$ cat src/core/ttfs_pkg.sv
/*
  Constants for the timer toggle, flags and snapshot block.
  Assumes APB with 32-bit data; offsets are byte addresses.
*/
package ttfs_pkg;
  localparam logic [7:0]  OFF_FLOP_CTRL   = 8'h00;
  localparam logic [7:0]  OFF_STATUS      = 8'h04;
  localparam logic [7:0]  OFF_IRQ_EN      = 8'h08;
  localparam logic [7:0]  OFF_SNAPSHOT    = 8'h0c;
  localparam logic [7:0]  OFF_COMPARE0    = 8'h10;
  localparam logic [7:0]  OFF_COMPARE1    = 8'h14;
  localparam logic [7:0]  OFF_INT_MASK    = 8'h18;
  localparam int          BIT_CAP1_TGL    = 5;
  localparam int          BIT_CAP0_TGL    = 4;
  localparam int          BIT_CMP1_TGL    = 3;
  localparam int          BIT_CMP0_TGL    = 2;
  localparam int          BIT_OVF         = 2;
  localparam int          BIT_CMP1        = 1;
  localparam int          BIT_CMP0        = 0;
  localparam logic [1:0]  CMD_INVERT      = 2'h0;
  localparam logic [1:0]  CMD_SET         = 2'h1;
  localparam logic [1:0]  CMD_CLEAR       = 2'h2;
  localparam logic [1:0]  CMD_READBACK    = 2'h3;
  localparam logic [1:0]  CTRL_HIGH_BITS  = 2'h3;
  localparam logic [3:0]  RST_TOGGLE_EN   = 4'h0;
  localparam logic [2:0]  RST_IRQ_EN      = 3'h0;
  localparam logic [2:0]  RST_INT_MASK    = 3'h7;
  localparam logic [15:0] RST_COMPARE     = 16'h0000;
  localparam logic        RST_FLOP        = 1'b0;
  localparam logic [2:0]  RST_STATUS      = 3'h0;
  localparam logic        RST_IRQ         = 1'b0;
endpackage

$ cat src/core/ttfs_top.sv
/*
  Timer channel toggle flop, event flags, interrupt and counter snapshot.
  Assumes counter, capture-load and overflow strobes are synchronous to CLK
  and one cycle wide; APB slave answers with zero wait states.
*/
// What this block does
// Capture-one load inverts output flop when its toggle enable is set.
// Capture-zero load inverts output flop when its toggle enable is set.
// Counter equal to compare one inverts flop when enabled.
// Counter equal to compare zero inverts flop when enabled.
// Flop command 00 inverts, 01 sets, 10 clears, 11 keeps.
// Flop command field is not stored and reads as 11.
// Overflow sets status bit 2.
// Match with compare one sets status bit 1.
// Match with compare zero sets status bit 0.
// Reading status clears its flags; writes do not clear.
// Flags set regardless of interrupt enables.
// Interrupt requested only for events whose enable bit is set.
// Snapshot read returns live counter value in bits 15-0.
// Two 16-bit compare registers continuously compared with the counter.
// Coincident toggles change flop once; software set or clear wins.
// Event coinciding with clearing status read stays set.
`timescale 1ns/1ps
`default_nettype none
module ttfs_top #(
  parameter int CNT_W = 16
) (
  input  wire logic             CLK,
  input  wire logic             RST_N,
  input  wire logic             CLK_EN,
  input  wire logic [CNT_W-1:0] COUNTER,
  input  wire logic             CAPTURE0_LOAD,
  input  wire logic             CAPTURE1_LOAD,
  input  wire logic             OVERFLOW,
  input  wire logic             PSEL,
  input  wire logic             PENABLE,
  input  wire logic             PWRITE,
  input  wire logic [7:0]       PADDR,
  input  wire logic [31:0]      PWDATA,
  output logic [31:0]           PRDATA,
  output logic                  PREADY,
  output logic                  PSLVERR,
  output logic                  TIMER_OUT,
  output logic                  MATCH0,
  output logic                  MATCH1,
  output logic                  IRQ
);
  logic [3:0]       toggle_en_reg;
  logic [2:0]       irq_en_reg;
  logic [2:0]       int_mask_reg;
  logic [2:0]       status_reg;
  logic [2:0]       status_next;
  logic [CNT_W-1:0] compare0_reg;
  logic [CNT_W-1:0] compare1_reg;
  logic             flop_reg;
  logic             flop_next;
  logic             wr_en;
  logic             rd_en;
  logic             hit_ctrl;
  logic             hit_stat;
  logic             hit_ien;
  logic             hit_snap;
  logic             hit_cmp0;
  logic             hit_cmp1;
  logic             hit_mask;
  logic             mapped;
  logic             match0;
  logic             match1;
  logic [2:0]       events;
  logic             toggle_any;
  logic [31:0]      rdata_mux;

  assign wr_en = CLK_EN && PSEL && PENABLE && PWRITE;
  assign rd_en = CLK_EN && PSEL && PENABLE && !PWRITE;

  // Address decode
  always_comb begin
    hit_ctrl = 1'b0;
    hit_stat = 1'b0;
    hit_ien  = 1'b0;
    hit_snap = 1'b0;
    hit_cmp0 = 1'b0;
    hit_cmp1 = 1'b0;
    hit_mask = 1'b0;
    if (PADDR == ttfs_pkg::OFF_FLOP_CTRL) begin
      hit_ctrl = 1'b1;
    end else if (PADDR == ttfs_pkg::OFF_STATUS) begin
      hit_stat = 1'b1;
    end else if (PADDR == ttfs_pkg::OFF_IRQ_EN) begin
      hit_ien = 1'b1;
    end else if (PADDR == ttfs_pkg::OFF_SNAPSHOT) begin
      hit_snap = 1'b1;
    end else if (PADDR == ttfs_pkg::OFF_COMPARE0) begin
      hit_cmp0 = 1'b1;
    end else if (PADDR == ttfs_pkg::OFF_COMPARE1) begin
      hit_cmp1 = 1'b1;
    end else if (PADDR == ttfs_pkg::OFF_INT_MASK) begin
      hit_mask = 1'b1;
    end
  end

  assign mapped  = hit_ctrl | hit_stat | hit_ien | hit_snap | hit_cmp0 | hit_cmp1 | hit_mask;
  assign PREADY  = 1'b1;
  assign PSLVERR = PSEL && PENABLE && !mapped;

  // Compare registers
  always_ff @(posedge CLK or negedge RST_N) begin
    if (!RST_N) begin
      compare0_reg <= CNT_W'(ttfs_pkg::RST_COMPARE);
      compare1_reg <= CNT_W'(ttfs_pkg::RST_COMPARE);
    end else if (wr_en) begin
      if (hit_cmp0) begin
        compare0_reg <= PWDATA[CNT_W-1:0];
      end
      if (hit_cmp1) begin
        compare1_reg <= PWDATA[CNT_W-1:0];
      end
    end
  end

  assign match0 = (COUNTER == compare0_reg);
  assign match1 = (COUNTER == compare1_reg);
  assign MATCH0 = match0;
  assign MATCH1 = match1;

  // Control and enable registers
  always_ff @(posedge CLK or negedge RST_N) begin
    if (!RST_N) begin
      toggle_en_reg <= ttfs_pkg::RST_TOGGLE_EN;
      irq_en_reg    <= ttfs_pkg::RST_IRQ_EN;
      int_mask_reg  <= ttfs_pkg::RST_INT_MASK;
    end else if (wr_en) begin
      if (hit_ctrl) begin
        toggle_en_reg <= PWDATA[ttfs_pkg::BIT_CAP1_TGL:ttfs_pkg::BIT_CMP0_TGL];
      end
      if (hit_ien) begin
        irq_en_reg <= PWDATA[2:0];
      end
      if (hit_mask) begin
        int_mask_reg <= PWDATA[2:0];
      end
    end
  end

  // Toggle flop: one change per cycle, software set or clear first
  always_comb begin
    // OR, not XOR: coincident toggles must still change the flop once
    toggle_any = (toggle_en_reg[3] && CAPTURE1_LOAD)
               || (toggle_en_reg[2] && CAPTURE0_LOAD)
               || (toggle_en_reg[1] && match1)
               || (toggle_en_reg[0] && match0);
    flop_next = toggle_any ? !flop_reg : flop_reg;
    if (wr_en && hit_ctrl) begin
      case (PWDATA[1:0])
        ttfs_pkg::CMD_SET:    flop_next = 1'b1;
        ttfs_pkg::CMD_CLEAR:  flop_next = 1'b0;
        ttfs_pkg::CMD_INVERT: flop_next = !flop_reg;
        default:              flop_next = flop_next;
      endcase
    end
  end

  always_ff @(posedge CLK or negedge RST_N) begin
    if (!RST_N) begin
      flop_reg <= ttfs_pkg::RST_FLOP;
    end else if (CLK_EN) begin
      flop_reg <= flop_next;
    end
  end

  assign TIMER_OUT = flop_reg;

  // Status flags: events win over the clearing read
  assign events = {OVERFLOW, match1, match0};

  always_comb begin
    status_next = status_reg;
    if (rd_en && hit_stat) begin
      status_next = 3'h0;
    end
    status_next = status_next | events;
  end

  always_ff @(posedge CLK or negedge RST_N) begin
    if (!RST_N) begin
      status_reg <= ttfs_pkg::RST_STATUS;
    end else if (CLK_EN) begin
      status_reg <= status_next;
    end
  end

  // Level interrupt: enable and mask both gate, never the flag
  always_ff @(posedge CLK or negedge RST_N) begin
    if (!RST_N) begin
      IRQ <= ttfs_pkg::RST_IRQ;
    end else if (CLK_EN) begin
      IRQ <= |(status_next & irq_en_reg & int_mask_reg);
    end
  end

  // Read mux; snapshot is the live counter
  always_comb begin
    rdata_mux = 32'h0000_0000;
    if (hit_ctrl) begin
      rdata_mux[7:6] = ttfs_pkg::CTRL_HIGH_BITS;
      rdata_mux[5:2] = toggle_en_reg;
      rdata_mux[1:0] = ttfs_pkg::CMD_READBACK;
    end else if (hit_stat) begin
      rdata_mux[2:0] = status_reg;
    end else if (hit_ien) begin
      rdata_mux[2:0] = irq_en_reg;
    end else if (hit_snap) begin
      rdata_mux[CNT_W-1:0] = COUNTER;
    end else if (hit_cmp0) begin
      rdata_mux[CNT_W-1:0] = compare0_reg;
    end else if (hit_cmp1) begin
      rdata_mux[CNT_W-1:0] = compare1_reg;
    end else if (hit_mask) begin
      rdata_mux[2:0] = int_mask_reg;
    end
  end

  assign PRDATA = (PSEL && !PWRITE) ? rdata_mux : 32'h0000_0000;

  // Checks: status flags and interrupt
  status_set_a: assert property (@(posedge CLK) disable iff (!RST_N)
    CLK_EN && OVERFLOW
    |=> status_reg[ttfs_pkg::BIT_OVF])
    else $error("overflow flag not set");

  cmp1_set_a: assert property (@(posedge CLK) disable iff (!RST_N)
    CLK_EN && match1
    |=> status_reg[ttfs_pkg::BIT_CMP1])
    else $error("compare one flag not set");

  cmp0_set_a: assert property (@(posedge CLK) disable iff (!RST_N)
    CLK_EN && match0
    |=> status_reg[ttfs_pkg::BIT_CMP0])
    else $error("compare zero flag not set");

  flag_no_en_a: assert property (@(posedge CLK) disable iff (!RST_N)
    CLK_EN && match0 && !irq_en_reg[ttfs_pkg::BIT_CMP0]
    |=> status_reg[ttfs_pkg::BIT_CMP0])
    else $error("flag gated by enable");

  read_clear_a: assert property (@(posedge CLK) disable iff (!RST_N)
    rd_en && hit_stat && !OVERFLOW && !match0 && !match1
    |=> status_reg == 3'h0)
    else $error("status read did not clear");

  read_keep_a: assert property (@(posedge CLK) disable iff (!RST_N)
    rd_en && hit_stat
    |=> status_reg == $past(events))
    else $error("event lost under clearing read");

  no_wr_clear_a: assert property (@(posedge CLK) disable iff (!RST_N)
    CLK_EN && !(rd_en && hit_stat)
    |=> (status_reg & $past(status_reg)) == $past(status_reg))
    else $error("flag lost without read");

  stat_read_a: assert property (@(posedge CLK) disable iff (!RST_N)
    PSEL && !PWRITE && hit_stat
    |-> PRDATA == {29'h0, status_reg})
    else $error("status readback");

  status_freeze_a: assert property (@(posedge CLK) disable iff (!RST_N)
    !CLK_EN
    |=> $stable(status_reg) && $stable(IRQ))
    else $error("status moved while frozen");

  irq_gate_a: assert property (@(posedge CLK) disable iff (!RST_N)
    IRQ
    |-> |($past(status_next) & $past(irq_en_reg)))
    else $error("irq without enable");

  irq_level_a: assert property (@(posedge CLK) disable iff (!RST_N)
    CLK_EN
    |=> IRQ == |(status_reg & $past(irq_en_reg) & $past(int_mask_reg)))
    else $error("irq level wrong");

  ien_wr_a: assert property (@(posedge CLK) disable iff (!RST_N)
    wr_en && hit_ien
    |=> irq_en_reg == $past(PWDATA[2:0]))
    else $error("irq enable write lost");

  mask_wr_a: assert property (@(posedge CLK) disable iff (!RST_N)
    wr_en && hit_mask
    |=> int_mask_reg == $past(PWDATA[2:0]))
    else $error("mask write lost");

  // Checks: output flop
  flop_set_a: assert property (@(posedge CLK) disable iff (!RST_N)
    wr_en && hit_ctrl && PWDATA[1:0] == ttfs_pkg::CMD_SET
    |=> TIMER_OUT)
    else $error("set ignored");

  flop_clr_a: assert property (@(posedge CLK) disable iff (!RST_N)
    wr_en && hit_ctrl && PWDATA[1:0] == ttfs_pkg::CMD_CLEAR
    |=> !TIMER_OUT)
    else $error("clear ignored");

  flop_inv_a: assert property (@(posedge CLK) disable iff (!RST_N)
    wr_en && hit_ctrl && PWDATA[1:0] == ttfs_pkg::CMD_INVERT
    |=> TIMER_OUT != $past(TIMER_OUT))
    else $error("invert ignored");

  flop_keep_a: assert property (@(posedge CLK) disable iff (!RST_N)
    wr_en && hit_ctrl && PWDATA[1:0] == ttfs_pkg::CMD_READBACK && !toggle_any
    |=> TIMER_OUT == $past(TIMER_OUT))
    else $error("keep command moved flop");

  sw_wins_a: assert property (@(posedge CLK) disable iff (!RST_N)
    wr_en && hit_ctrl && PWDATA[1:0] == ttfs_pkg::CMD_CLEAR && toggle_any
    |=> !TIMER_OUT)
    else $error("hardware toggle beat clear");

  cap1_tgl_a: assert property (@(posedge CLK) disable iff (!RST_N)
    CLK_EN && toggle_en_reg[3] && CAPTURE1_LOAD && !(wr_en && hit_ctrl)
    |=> TIMER_OUT != $past(TIMER_OUT))
    else $error("capture one toggle missed");

  cap0_tgl_a: assert property (@(posedge CLK) disable iff (!RST_N)
    CLK_EN && toggle_en_reg[2] && CAPTURE0_LOAD && !(wr_en && hit_ctrl)
    |=> TIMER_OUT != $past(TIMER_OUT))
    else $error("capture zero toggle missed");

  cmp1_tgl_a: assert property (@(posedge CLK) disable iff (!RST_N)
    CLK_EN && toggle_en_reg[1] && match1 && !(wr_en && hit_ctrl)
    |=> TIMER_OUT != $past(TIMER_OUT))
    else $error("compare one toggle missed");

  cmp0_tgl_a: assert property (@(posedge CLK) disable iff (!RST_N)
    CLK_EN && toggle_en_reg[0] && match0 && !(wr_en && hit_ctrl)
    |=> TIMER_OUT != $past(TIMER_OUT))
    else $error("compare zero toggle missed");

  no_tgl_a: assert property (@(posedge CLK) disable iff (!RST_N)
    CLK_EN && !toggle_any && !(wr_en && hit_ctrl)
    |=> TIMER_OUT == $past(TIMER_OUT))
    else $error("flop moved without cause");

  flop_freeze_a: assert property (@(posedge CLK) disable iff (!RST_N)
    !CLK_EN
    |=> $stable(TIMER_OUT))
    else $error("flop moved while frozen");

  ctrl_wr_a: assert property (@(posedge CLK) disable iff (!RST_N)
    wr_en && hit_ctrl
    |=> toggle_en_reg == $past(PWDATA[5:2]))
    else $error("toggle enable write lost");

  // Checks: registers and snapshot
  cmd_read_a: assert property (@(posedge CLK) disable iff (!RST_N)
    PSEL && !PWRITE && hit_ctrl
    |-> PRDATA[1:0] == ttfs_pkg::CMD_READBACK)
    else $error("command readback");

  snap_a: assert property (@(posedge CLK) disable iff (!RST_N)
    PSEL && !PWRITE && hit_snap
    |-> PRDATA[CNT_W-1:0] == COUNTER)
    else $error("snapshot");

  cmp0_wr_a: assert property (@(posedge CLK) disable iff (!RST_N)
    wr_en && hit_cmp0
    |=> compare0_reg == $past(PWDATA[CNT_W-1:0]))
    else $error("compare zero write lost");

  cmp1_wr_a: assert property (@(posedge CLK) disable iff (!RST_N)
    wr_en && hit_cmp1
    |=> compare1_reg == $past(PWDATA[CNT_W-1:0]))
    else $error("compare one write lost");

  cfg_freeze_a: assert property (@(posedge CLK) disable iff (!RST_N)
    !CLK_EN
    |=> $stable(compare0_reg) && $stable(compare1_reg) && $stable(toggle_en_reg))
    else $error("settings moved while frozen");
endmodule
`default_nettype wire

$ cat config.mk
export PLATFORM = sky130hd
export DESIGN_NAME = ttfs_top
export DESIGN_NICKNAME = d
export VERILOG_FILES = /design/src/core/ttfs_pkg.sv /design/src/core/ttfs_top.sv
export SDC_FILE = /design/constraint.sdc
export NUM_CORES = 1
export LEC_CHECK = 0
export ABC_AREA = 1
export BUFFER_PORTS_ARGS = -buffer_cell sky130_fd_sc_hd__buf_2
export CELL_PAD_IN_SITES_DETAIL_PLACEMENT = 2
export CELL_PAD_IN_SITES_GLOBAL_PLACEMENT = 2
export CORE_ASPECT_RATIO = 1.25
export CORE_MARGIN = 3
export CORE_UTILIZATION = 30
export CTS_CLUSTER_SIZE = 40
export DETAILED_ROUTE_END_ITERATION = 6
export PLACE_DENSITY_LB_ADDON = 0.1
export SLEW_MARGIN = 40
export SYNTH_ARGS = -nofsm -noshare
export SYNTH_HDL_FRONTEND = slang
export SYNTH_SLANG_ARGS = --single-unit
$ cat constraint.sdc
create_clock -name CLK -period 2 [get_ports CLK]
set_input_delay 0.2 -clock CLK [delete_from_list [all_inputs] [get_ports CLK]]
set_output_delay 0.2 -clock CLK [all_outputs]
set_load 0.005 [all_outputs]
After elaboration in Yosys (flattened, before gate mapping)
Index checks and enable logic that the tools add are counted.
{ "totals": {"register_bits": 47, "latch_bits": 0, "ramBits": 0, "mem_bits_ro": 0, "in_bits": 65, "output_inout_bits": 38, "elab_cells": 98, "memories": 0} }
{ "op_classes": {"add_sub_neg": 0, "n_mul": 0, "div_mod_pow": 0, "n_lt_le_gt_ge": 0, "n_eq_ne": 10, "shifts": 0, "muxes": 44, "n_bitwise": 9, "reduce_logical": 27} }
{ "op_table": {"columns": ["cell", "count"], "rows": [
  ["2-to-1 mux 16 bit", 3],
  ["2-to-1 mux 13 bit", 3],
  ["== test 16 bit", 2],
  ["2-to-1 mux 1 bit", 30],
  ["== test 8 x 5 -> 1 bit, second input constant", 3],
  ["== test 8 x 4 -> 1 bit, second input constant", 2],
  ["2-to-1 mux 8 bit", 2],
  ["2-to-1 mux 3 bit", 5],
  ["logical AND 1 bit", 13],
  ["AND reduction 2 bit", 5],
  ["== test 8 x 3 -> 1 bit, second input constant", 1],
  ["zero test 8 bit", 1],
  ["bitwise AND 3 bit", 2],
  ["OR 1 bit", 6],
  ["zero test 1 bit", 3],
  ["logical OR 1 bit", 3],
  ["OR 3 bit", 1],
  ["one-hot mux 1 bit (3 select lines)", 1],
  ["OR reduction 3 bit", 1],
  ["== test 2 x 1 -> 1 bit, second input constant", 1],
  ["== test 2 bit, second input constant", 1],
  ["zero test 2 bit", 1]
]} }

Logic depth before layout (Yosys ltp)
{ "logic_depth": {"word_depth": 16, "ltp_mapped": 12, "depth_no_buf": 12} }

Least setup slack after synthesis
No wires, ideal clock.
{ "synth_path": {"path_kind": "input -> output", "startpoint": "in PADDR[6]", "endpoint": "out PRDATA[13]", "arrival_time_ns": 1.205, "t_required_ns": 1.800, "path_slack_ns": 0.595, "path_stages": 8, "n_path_buf": 1, "cell_sequence": "inv_1 > nand3_4 > nor2_2 > nand3_4 > inv_2 > buf_6 > a221oi_1 > a211oi_1"} }
{ "synth_via": {"elab_chain_cells": 14, "elab_cells_between_ends": 34, "classes_between": "eq/ne (5); mux (28); reduce/logical (1)"} }
{ "synth_lines": {"columns": ["item", "line_no", "rtl"], "rows": [
  ["start: declaration", "ttfs_top.sv:38", "input wire logic [7:0] PADDR,"],
  ["== test 8 x 5 -> 1 bit", "ttfs_top.sv:95", "end else if (PADDR == ttfs_pkg::OFF_COMPARE1) begin"],
  ["2-to-1 mux 1 bit", "ttfs_top.sv:95", null],
  ["2-to-1 mux 1 bit", "ttfs_top.sv:93", "end else if (PADDR == ttfs_pkg::OFF_COMPARE0) begin"],
  ["2-to-1 mux 1 bit", "ttfs_top.sv:91", "end else if (PADDR == ttfs_pkg::OFF_SNAPSHOT) begin"],
  ["2-to-1 mux 1 bit", "ttfs_top.sv:89", "end else if (PADDR == ttfs_pkg::OFF_IRQ_EN) begin"],
  ["2-to-1 mux 1 bit", "ttfs_top.sv:87", "end else if (PADDR == ttfs_pkg::OFF_STATUS) begin"],
  ["2-to-1 mux 1 bit", "ttfs_top.sv:85", "if (PADDR == ttfs_pkg::OFF_FLOP_CTRL) begin"],
  ["2-to-1 mux 13 bit", "ttfs_top.sv:216", "end else if (hit_cmp1) begin"],
  ["2-to-1 mux 16 bit", "ttfs_top.sv:214", "end else if (hit_cmp0) begin"],
  ["2-to-1 mux 16 bit", "ttfs_top.sv:212", "end else if (hit_snap) begin"],
  ["2-to-1 mux 13 bit", "ttfs_top.sv:210", "end else if (hit_ien) begin"],
  ["2-to-1 mux 13 bit", "ttfs_top.sv:208", "end else if (hit_stat) begin"],
  ["2-to-1 mux 8 bit (*)", "ttfs_top.sv:204", "if (hit_ctrl) begin"],
  ["2-to-1 mux 16 bit (*)", "ttfs_top.sv:223", "assign PRDATA = (PSEL && !PWRITE) ? rdata_mux : 32'h0000_0000;"],
  ["end: declaration", "ttfs_top.sv:40", "output logic [31:0] PRDATA,"]
]} }
Mark *: on every way between the ends. The rest lies on a longest branch, timed or not.

Final worst setup path
{ "layout_path": {"startpoint": "reg compare0_reg[8]", "endpoint": "out MATCH0"} }
{ "layout_via": {"elab_chain_cells": 1} }
{ "layout_lines": {"columns": ["item", "line_no", "rtl"], "rows": [
  ["start: declaration", "ttfs_top.sv:53", "logic [CNT_W-1:0] compare0_reg;"],
  ["start signal: assignment", "ttfs_top.sv:109", "compare0_reg <= CNT_W'(ttfs_pkg::RST_COMPARE);"],
  ["start signal: assignment", "ttfs_top.sv:113", "compare0_reg <= PWDATA[CNT_W-1:0];"],
  ["== test 16 bit", "ttfs_top.sv:121", "assign match0 = (COUNTER == compare0_reg);"],
  ["end: declaration", "ttfs_top.sv:44", "output logic MATCH0,"]
]} }
Every way passes these cells.

==> out/results.md <==
Outcome
• complete, no violations — outcome

GRT
• 28 — maximum number of pins on one net before global-route repair
• 0 — initial antenna violation count
• 3625 — vias in the first global route
• 0 — GRT overflow
• 17900 um — wire length of the first global-routing pass
• 18.5% — global-route usage over all layers

Floorplan
• 12400 um^2 — area of the die
• 31.1% — initial core utilization
• 42 — num rows
• 124 um — die height
• 103 — Boundary Pins
• 100 um — die outline width
• 10700 um^2 — CORE AREA

Timing
• 91.1% — Period Utilization, post-route
• 549 MHz — Fmax
• 1.82 ns — Final Critical Period
• 0.00437 ns — final setup skew
• 0 — Fin. Hold Viols
• 0.577 ns — slew at the pin closest to its max-slew limit
• false — setup repair after global routing missed its margin
• 0.178 ns — final setup margin
• 0 ns — Setup Total Neg Slack
• 0 — total count of max-transition violations in the final report
• 0 — endpoints failing setup
• 61.6% — worst-case headroom to the max-slew limit

Placed design
• 673 — post-placement cell count
• 0.760 — Final Wtd Congestion
• 0.120 ns — Setup Slack @ Placement
• 8970 um — hpwl dp
• 69 — number of port buffers

Setup path
• 1.80 ns — required time of the critical path
• IRQ — worst flop-to-flop path endpoint
• compare0_reg[8] — Worst R2R Start
• 1.62 ns — endpoint arrival time on the critical path
• flip-flop — Worst setup SP type
• 0.40 ns — register-to-register setup slack
• 3 — top fanout value on the critical path
• reg2out — category of the critical setup timing path
• primary output — category of the worst setup path capture point
• 10 — count of cells along the worst register-to-register path

Clock tree
• 5 — Inserted Clock Buffers
• 0.29 ns — insertion delay to the later sink of the worst-skew pair
• 0.07 ns — clock slew seen by the registers of the worst setup and hold paths
• 47 — number of clock sinks
• 2 — maximum buffer depth of the clock tree
• 2 — depth of the CTS H-tree
• built — clock tree from TritonCTS
• sky130_fd_sc_hd__clkbuf_16 — root buffer cell

Synthesis
• 33.0% — area share of the largest cell type after synthesis
• sky130_fd_sc_hd__dfrtp_1 — largest area contributor in the netlist
• sky130_fd_sc_hd__dfrtp_1, sky130_fd_sc_hd__nand2_1, sky130_fd_sc_hd__inv_1 — cells taking the most area after synthesis
• 37 — number of library cell types mapped by synthesis
• 3330 um^2 — post-synth design cell area
• 0 — Yosys warning count
• 468 — Syn Inst Count
• 7.12 um^2 — Avg Cell Area, Syn
• 47 — FF+latch count, synth
• 35.4% — share of synthesized area occupied by flip-flops and latches

Power and ir drop
• 558 nW/um^2 — power density cells
• 2.26 mW — power consumption
• 2.15 nW — leakage power figure
• 0.343 mV — worst ir drop on vdd

Final layout
• 26.4% — ratio of cells with drive above 1 in the final layout
• 1325 — Fillers
• 37.8% — final core area utilization
• 0 — n_diodes
• 614 — nets@finish
• 21.4% — Area growth, synth to finish
• 682 — final cell count without fillers

Drt
• 16.2 um — routed length per instance
• 96 — DRC marker count from the first detailed-route iteration
• 0 — Routed Antenna Nets
• 3261 — vias post-DR
• 4.78 — number of vias per cell
• 0 — remaining routing DRC violations
• 11100 um — routed wire length
• 4 — first-pass iteration count of the detailed router

Run
• 0 — reported max-cap violation count

Hold path
• compare0_reg[13] — endpoint of the worst hold-timing path
• PWDATA[13] — hold path startpoint
• 3 — instance count along the most critical hold path
• in2reg — hold crit path type

## worst max-delay path, stage by stage, from the launching register on
cell                      delay [ns]
sky130_fd_sc_hd__dfrtp_1        0.42
sky130_fd_sc_hd__xor2_1         0.18
sky130_fd_sc_hd__nor2_1         0.09
sky130_fd_sc_hd__nand2_1        0.07
sky130_fd_sc_hd__nor2_1         0.24
sky130_fd_sc_hd__nand2_1        0.16
sky130_fd_sc_hd__inv_1          0.07
sky130_fd_sc_hd__buf_2          0.10
## cell usage after synthesis
| library cell | n |
|---|---|
| sky130_fd_sc_hd__a211oi_1 | 3 |
| sky130_fd_sc_hd__a21o_1 | 1 |
| sky130_fd_sc_hd__a21oi_1 | 10 |
| sky130_fd_sc_hd__a221oi_1 | 6 |
| sky130_fd_sc_hd__a22o_1 | 1 |
| sky130_fd_sc_hd__a31oi_1 | 2 |
| sky130_fd_sc_hd__a41oi_1 | 1 |
| sky130_fd_sc_hd__buf_2 | 3 |
| sky130_fd_sc_hd__buf_4 | 17 |
| sky130_fd_sc_hd__buf_6 | 4 |
| sky130_fd_sc_hd__clkbuf_1 | 2 |
| sky130_fd_sc_hd__conb_1 | 2 |
| sky130_fd_sc_hd__dfrtp_1 | 44 |
| sky130_fd_sc_hd__dfstp_2 | 3 |
| sky130_fd_sc_hd__inv_1 | 72 |
| sky130_fd_sc_hd__inv_2 | 5 |
| sky130_fd_sc_hd__nand2_1 | 149 |
| sky130_fd_sc_hd__nand2_2 | 9 |
| sky130_fd_sc_hd__nand2_4 | 1 |
| sky130_fd_sc_hd__nand3_1 | 11 |
| sky130_fd_sc_hd__nand3_2 | 4 |
| sky130_fd_sc_hd__nand3_4 | 2 |
| sky130_fd_sc_hd__nand4_1 | 2 |
| sky130_fd_sc_hd__nand4_4 | 1 |
| sky130_fd_sc_hd__nor2_1 | 30 |
| sky130_fd_sc_hd__nor2_2 | 5 |
| sky130_fd_sc_hd__nor2_4 | 5 |
| sky130_fd_sc_hd__nor3_1 | 1 |
| sky130_fd_sc_hd__nor3_4 | 1 |
| sky130_fd_sc_hd__o2111ai_1 | 2 |
| sky130_fd_sc_hd__o21ai_0 | 33 |
| sky130_fd_sc_hd__o21ai_1 | 2 |
| sky130_fd_sc_hd__o21ai_2 | 16 |
| sky130_fd_sc_hd__o221ai_1 | 3 |
| sky130_fd_sc_hd__o22ai_1 | 1 |
| sky130_fd_sc_hd__o31ai_1 | 1 |
| sky130_fd_sc_hd__xor2_1 | 13 |
## power breakdown
group | leakage (nW) | total [mW] | switching (mW) | internal (mW)
Clock | 0.0868 | 1.00 | 0.377 | 0.623
Combinational | 1.43 | 0.271 | 0.174 | 0.0971
Sequential | 0.634 | 0.990 | 0.0201 | 0.970
## layout by cell type (no fill, tap or decap), types with 2 or more instances in the layout
cell,n
sky130_fd_sc_hd__o221ai_1,3
sky130_fd_sc_hd__nor2_4,6
sky130_fd_sc_hd__a221oi_1,6
sky130_fd_sc_hd__nand2_1,149
sky130_fd_sc_hd__nand3_4,2
sky130_fd_sc_hd__inv_2,4
sky130_fd_sc_hd__clkinv_2,2
sky130_fd_sc_hd__a31oi_1,2
sky130_fd_sc_hd__buf_2,69
sky130_fd_sc_hd__xor2_1,13
sky130_fd_sc_hd__buf_4,12
sky130_fd_sc_hd__nand3_1,11
sky130_fd_sc_hd__buf_12,3
sky130_fd_sc_hd__o21ai_2,16
sky130_fd_sc_hd__inv_1,72
sky130_fd_sc_hd__conb_1,17
sky130_fd_sc_hd__o21ai_0,33
sky130_fd_sc_hd__nand4_1,2
sky130_fd_sc_hd__nor2_1,29
sky130_fd_sc_hd__o2111ai_1,2
sky130_fd_sc_hd__clkbuf_16,5
sky130_fd_sc_hd__a21oi_1,10
sky130_fd_sc_hd__a211oi_1,3
sky130_fd_sc_hd__nor2_2,5
sky130_fd_sc_hd__nand3_2,4
sky130_fd_sc_hd__o21ai_1,2
sky130_fd_sc_hd__nand2_2,9
sky130_fd_sc_hd__dfstp_2,3
sky130_fd_sc_hd__dfrtp_1,44
## how the worst max path moves through the flow
| stage | startpoint | end | slack, ns | depth (start not counted) |
|---|---|---|---|---|
| finish | compare0_reg[8] | MATCH0 | 0.18 | 7 |
| global route | PADDR[1] | PRDATA[2] | 0.01 | 12 |
| CTS | compare1_reg[12] | MATCH1 | 0.11 | 8 |
| detailed placement | PADDR[4] | PRDATA[2] | 0.12 | 11 |
| global placement | PADDR[4] | PRDATA[2] | 0.17 | 11 |
| floorplan | PADDR[6] | PRDATA[13] | 0.60 | 8 |
## cells by family (layout without fill, tap and decap cells)
family	Yosys count	after routing	synth area share [%]
other cells	2	17	0.225
xor+xnor	13	13	3.42
compound gates	82	82	16.1
flops	47	47	35.4
buf+inv	103	170	14.5
simple gates	221	221	30.4
## stage by stage
stage | instance area (um^2) | hold slack, ns
floorplan | 3390 | -0.0956
global placement | 3850 | 0.213
detailed placement | 3850 | 0.231
CTS | 4040 | 0.168
global route | 4050 | 0.178
finish | 4050 | 0.168
## per-layer routing
layer | global-route usage (%) | share of wire, % | up-vias
met5 | 0 | 0 | -
met4 | 5.56 | 1.8 | 0
met3 | 2.18 | 2.8 | 17
met2 | 33.7 | 52 | 58
met1 | 22.7 | 43 | 1594
li1 | - | - | 1592
## layout make-up
class | instances | area (um^2) | area share (%)
Clock buffer | 6 | 139 | 3.43
Clock inverter | 2 | 35.0 | 0.866
Inverter | 77 | 290 | 7.17
Multi-Input combinational cell | 333 | 1730 | 42.8
Sequential cell | 47 | 1180 | 29.1
Tap cell | 132 | 165 | 4.08
Timing Repair Buffer | 85 | 505 | 12.5
## repair_timing
item                       in CTS  in global routing
setup buffers                   0                  0
setup endpoints to repair       0                  2
hold endpoints to repair       20                  0
gates resized for setup         0                  3
hold buffers                    1                  0
No activity file was read; power rests on OpenSTA's default activity.
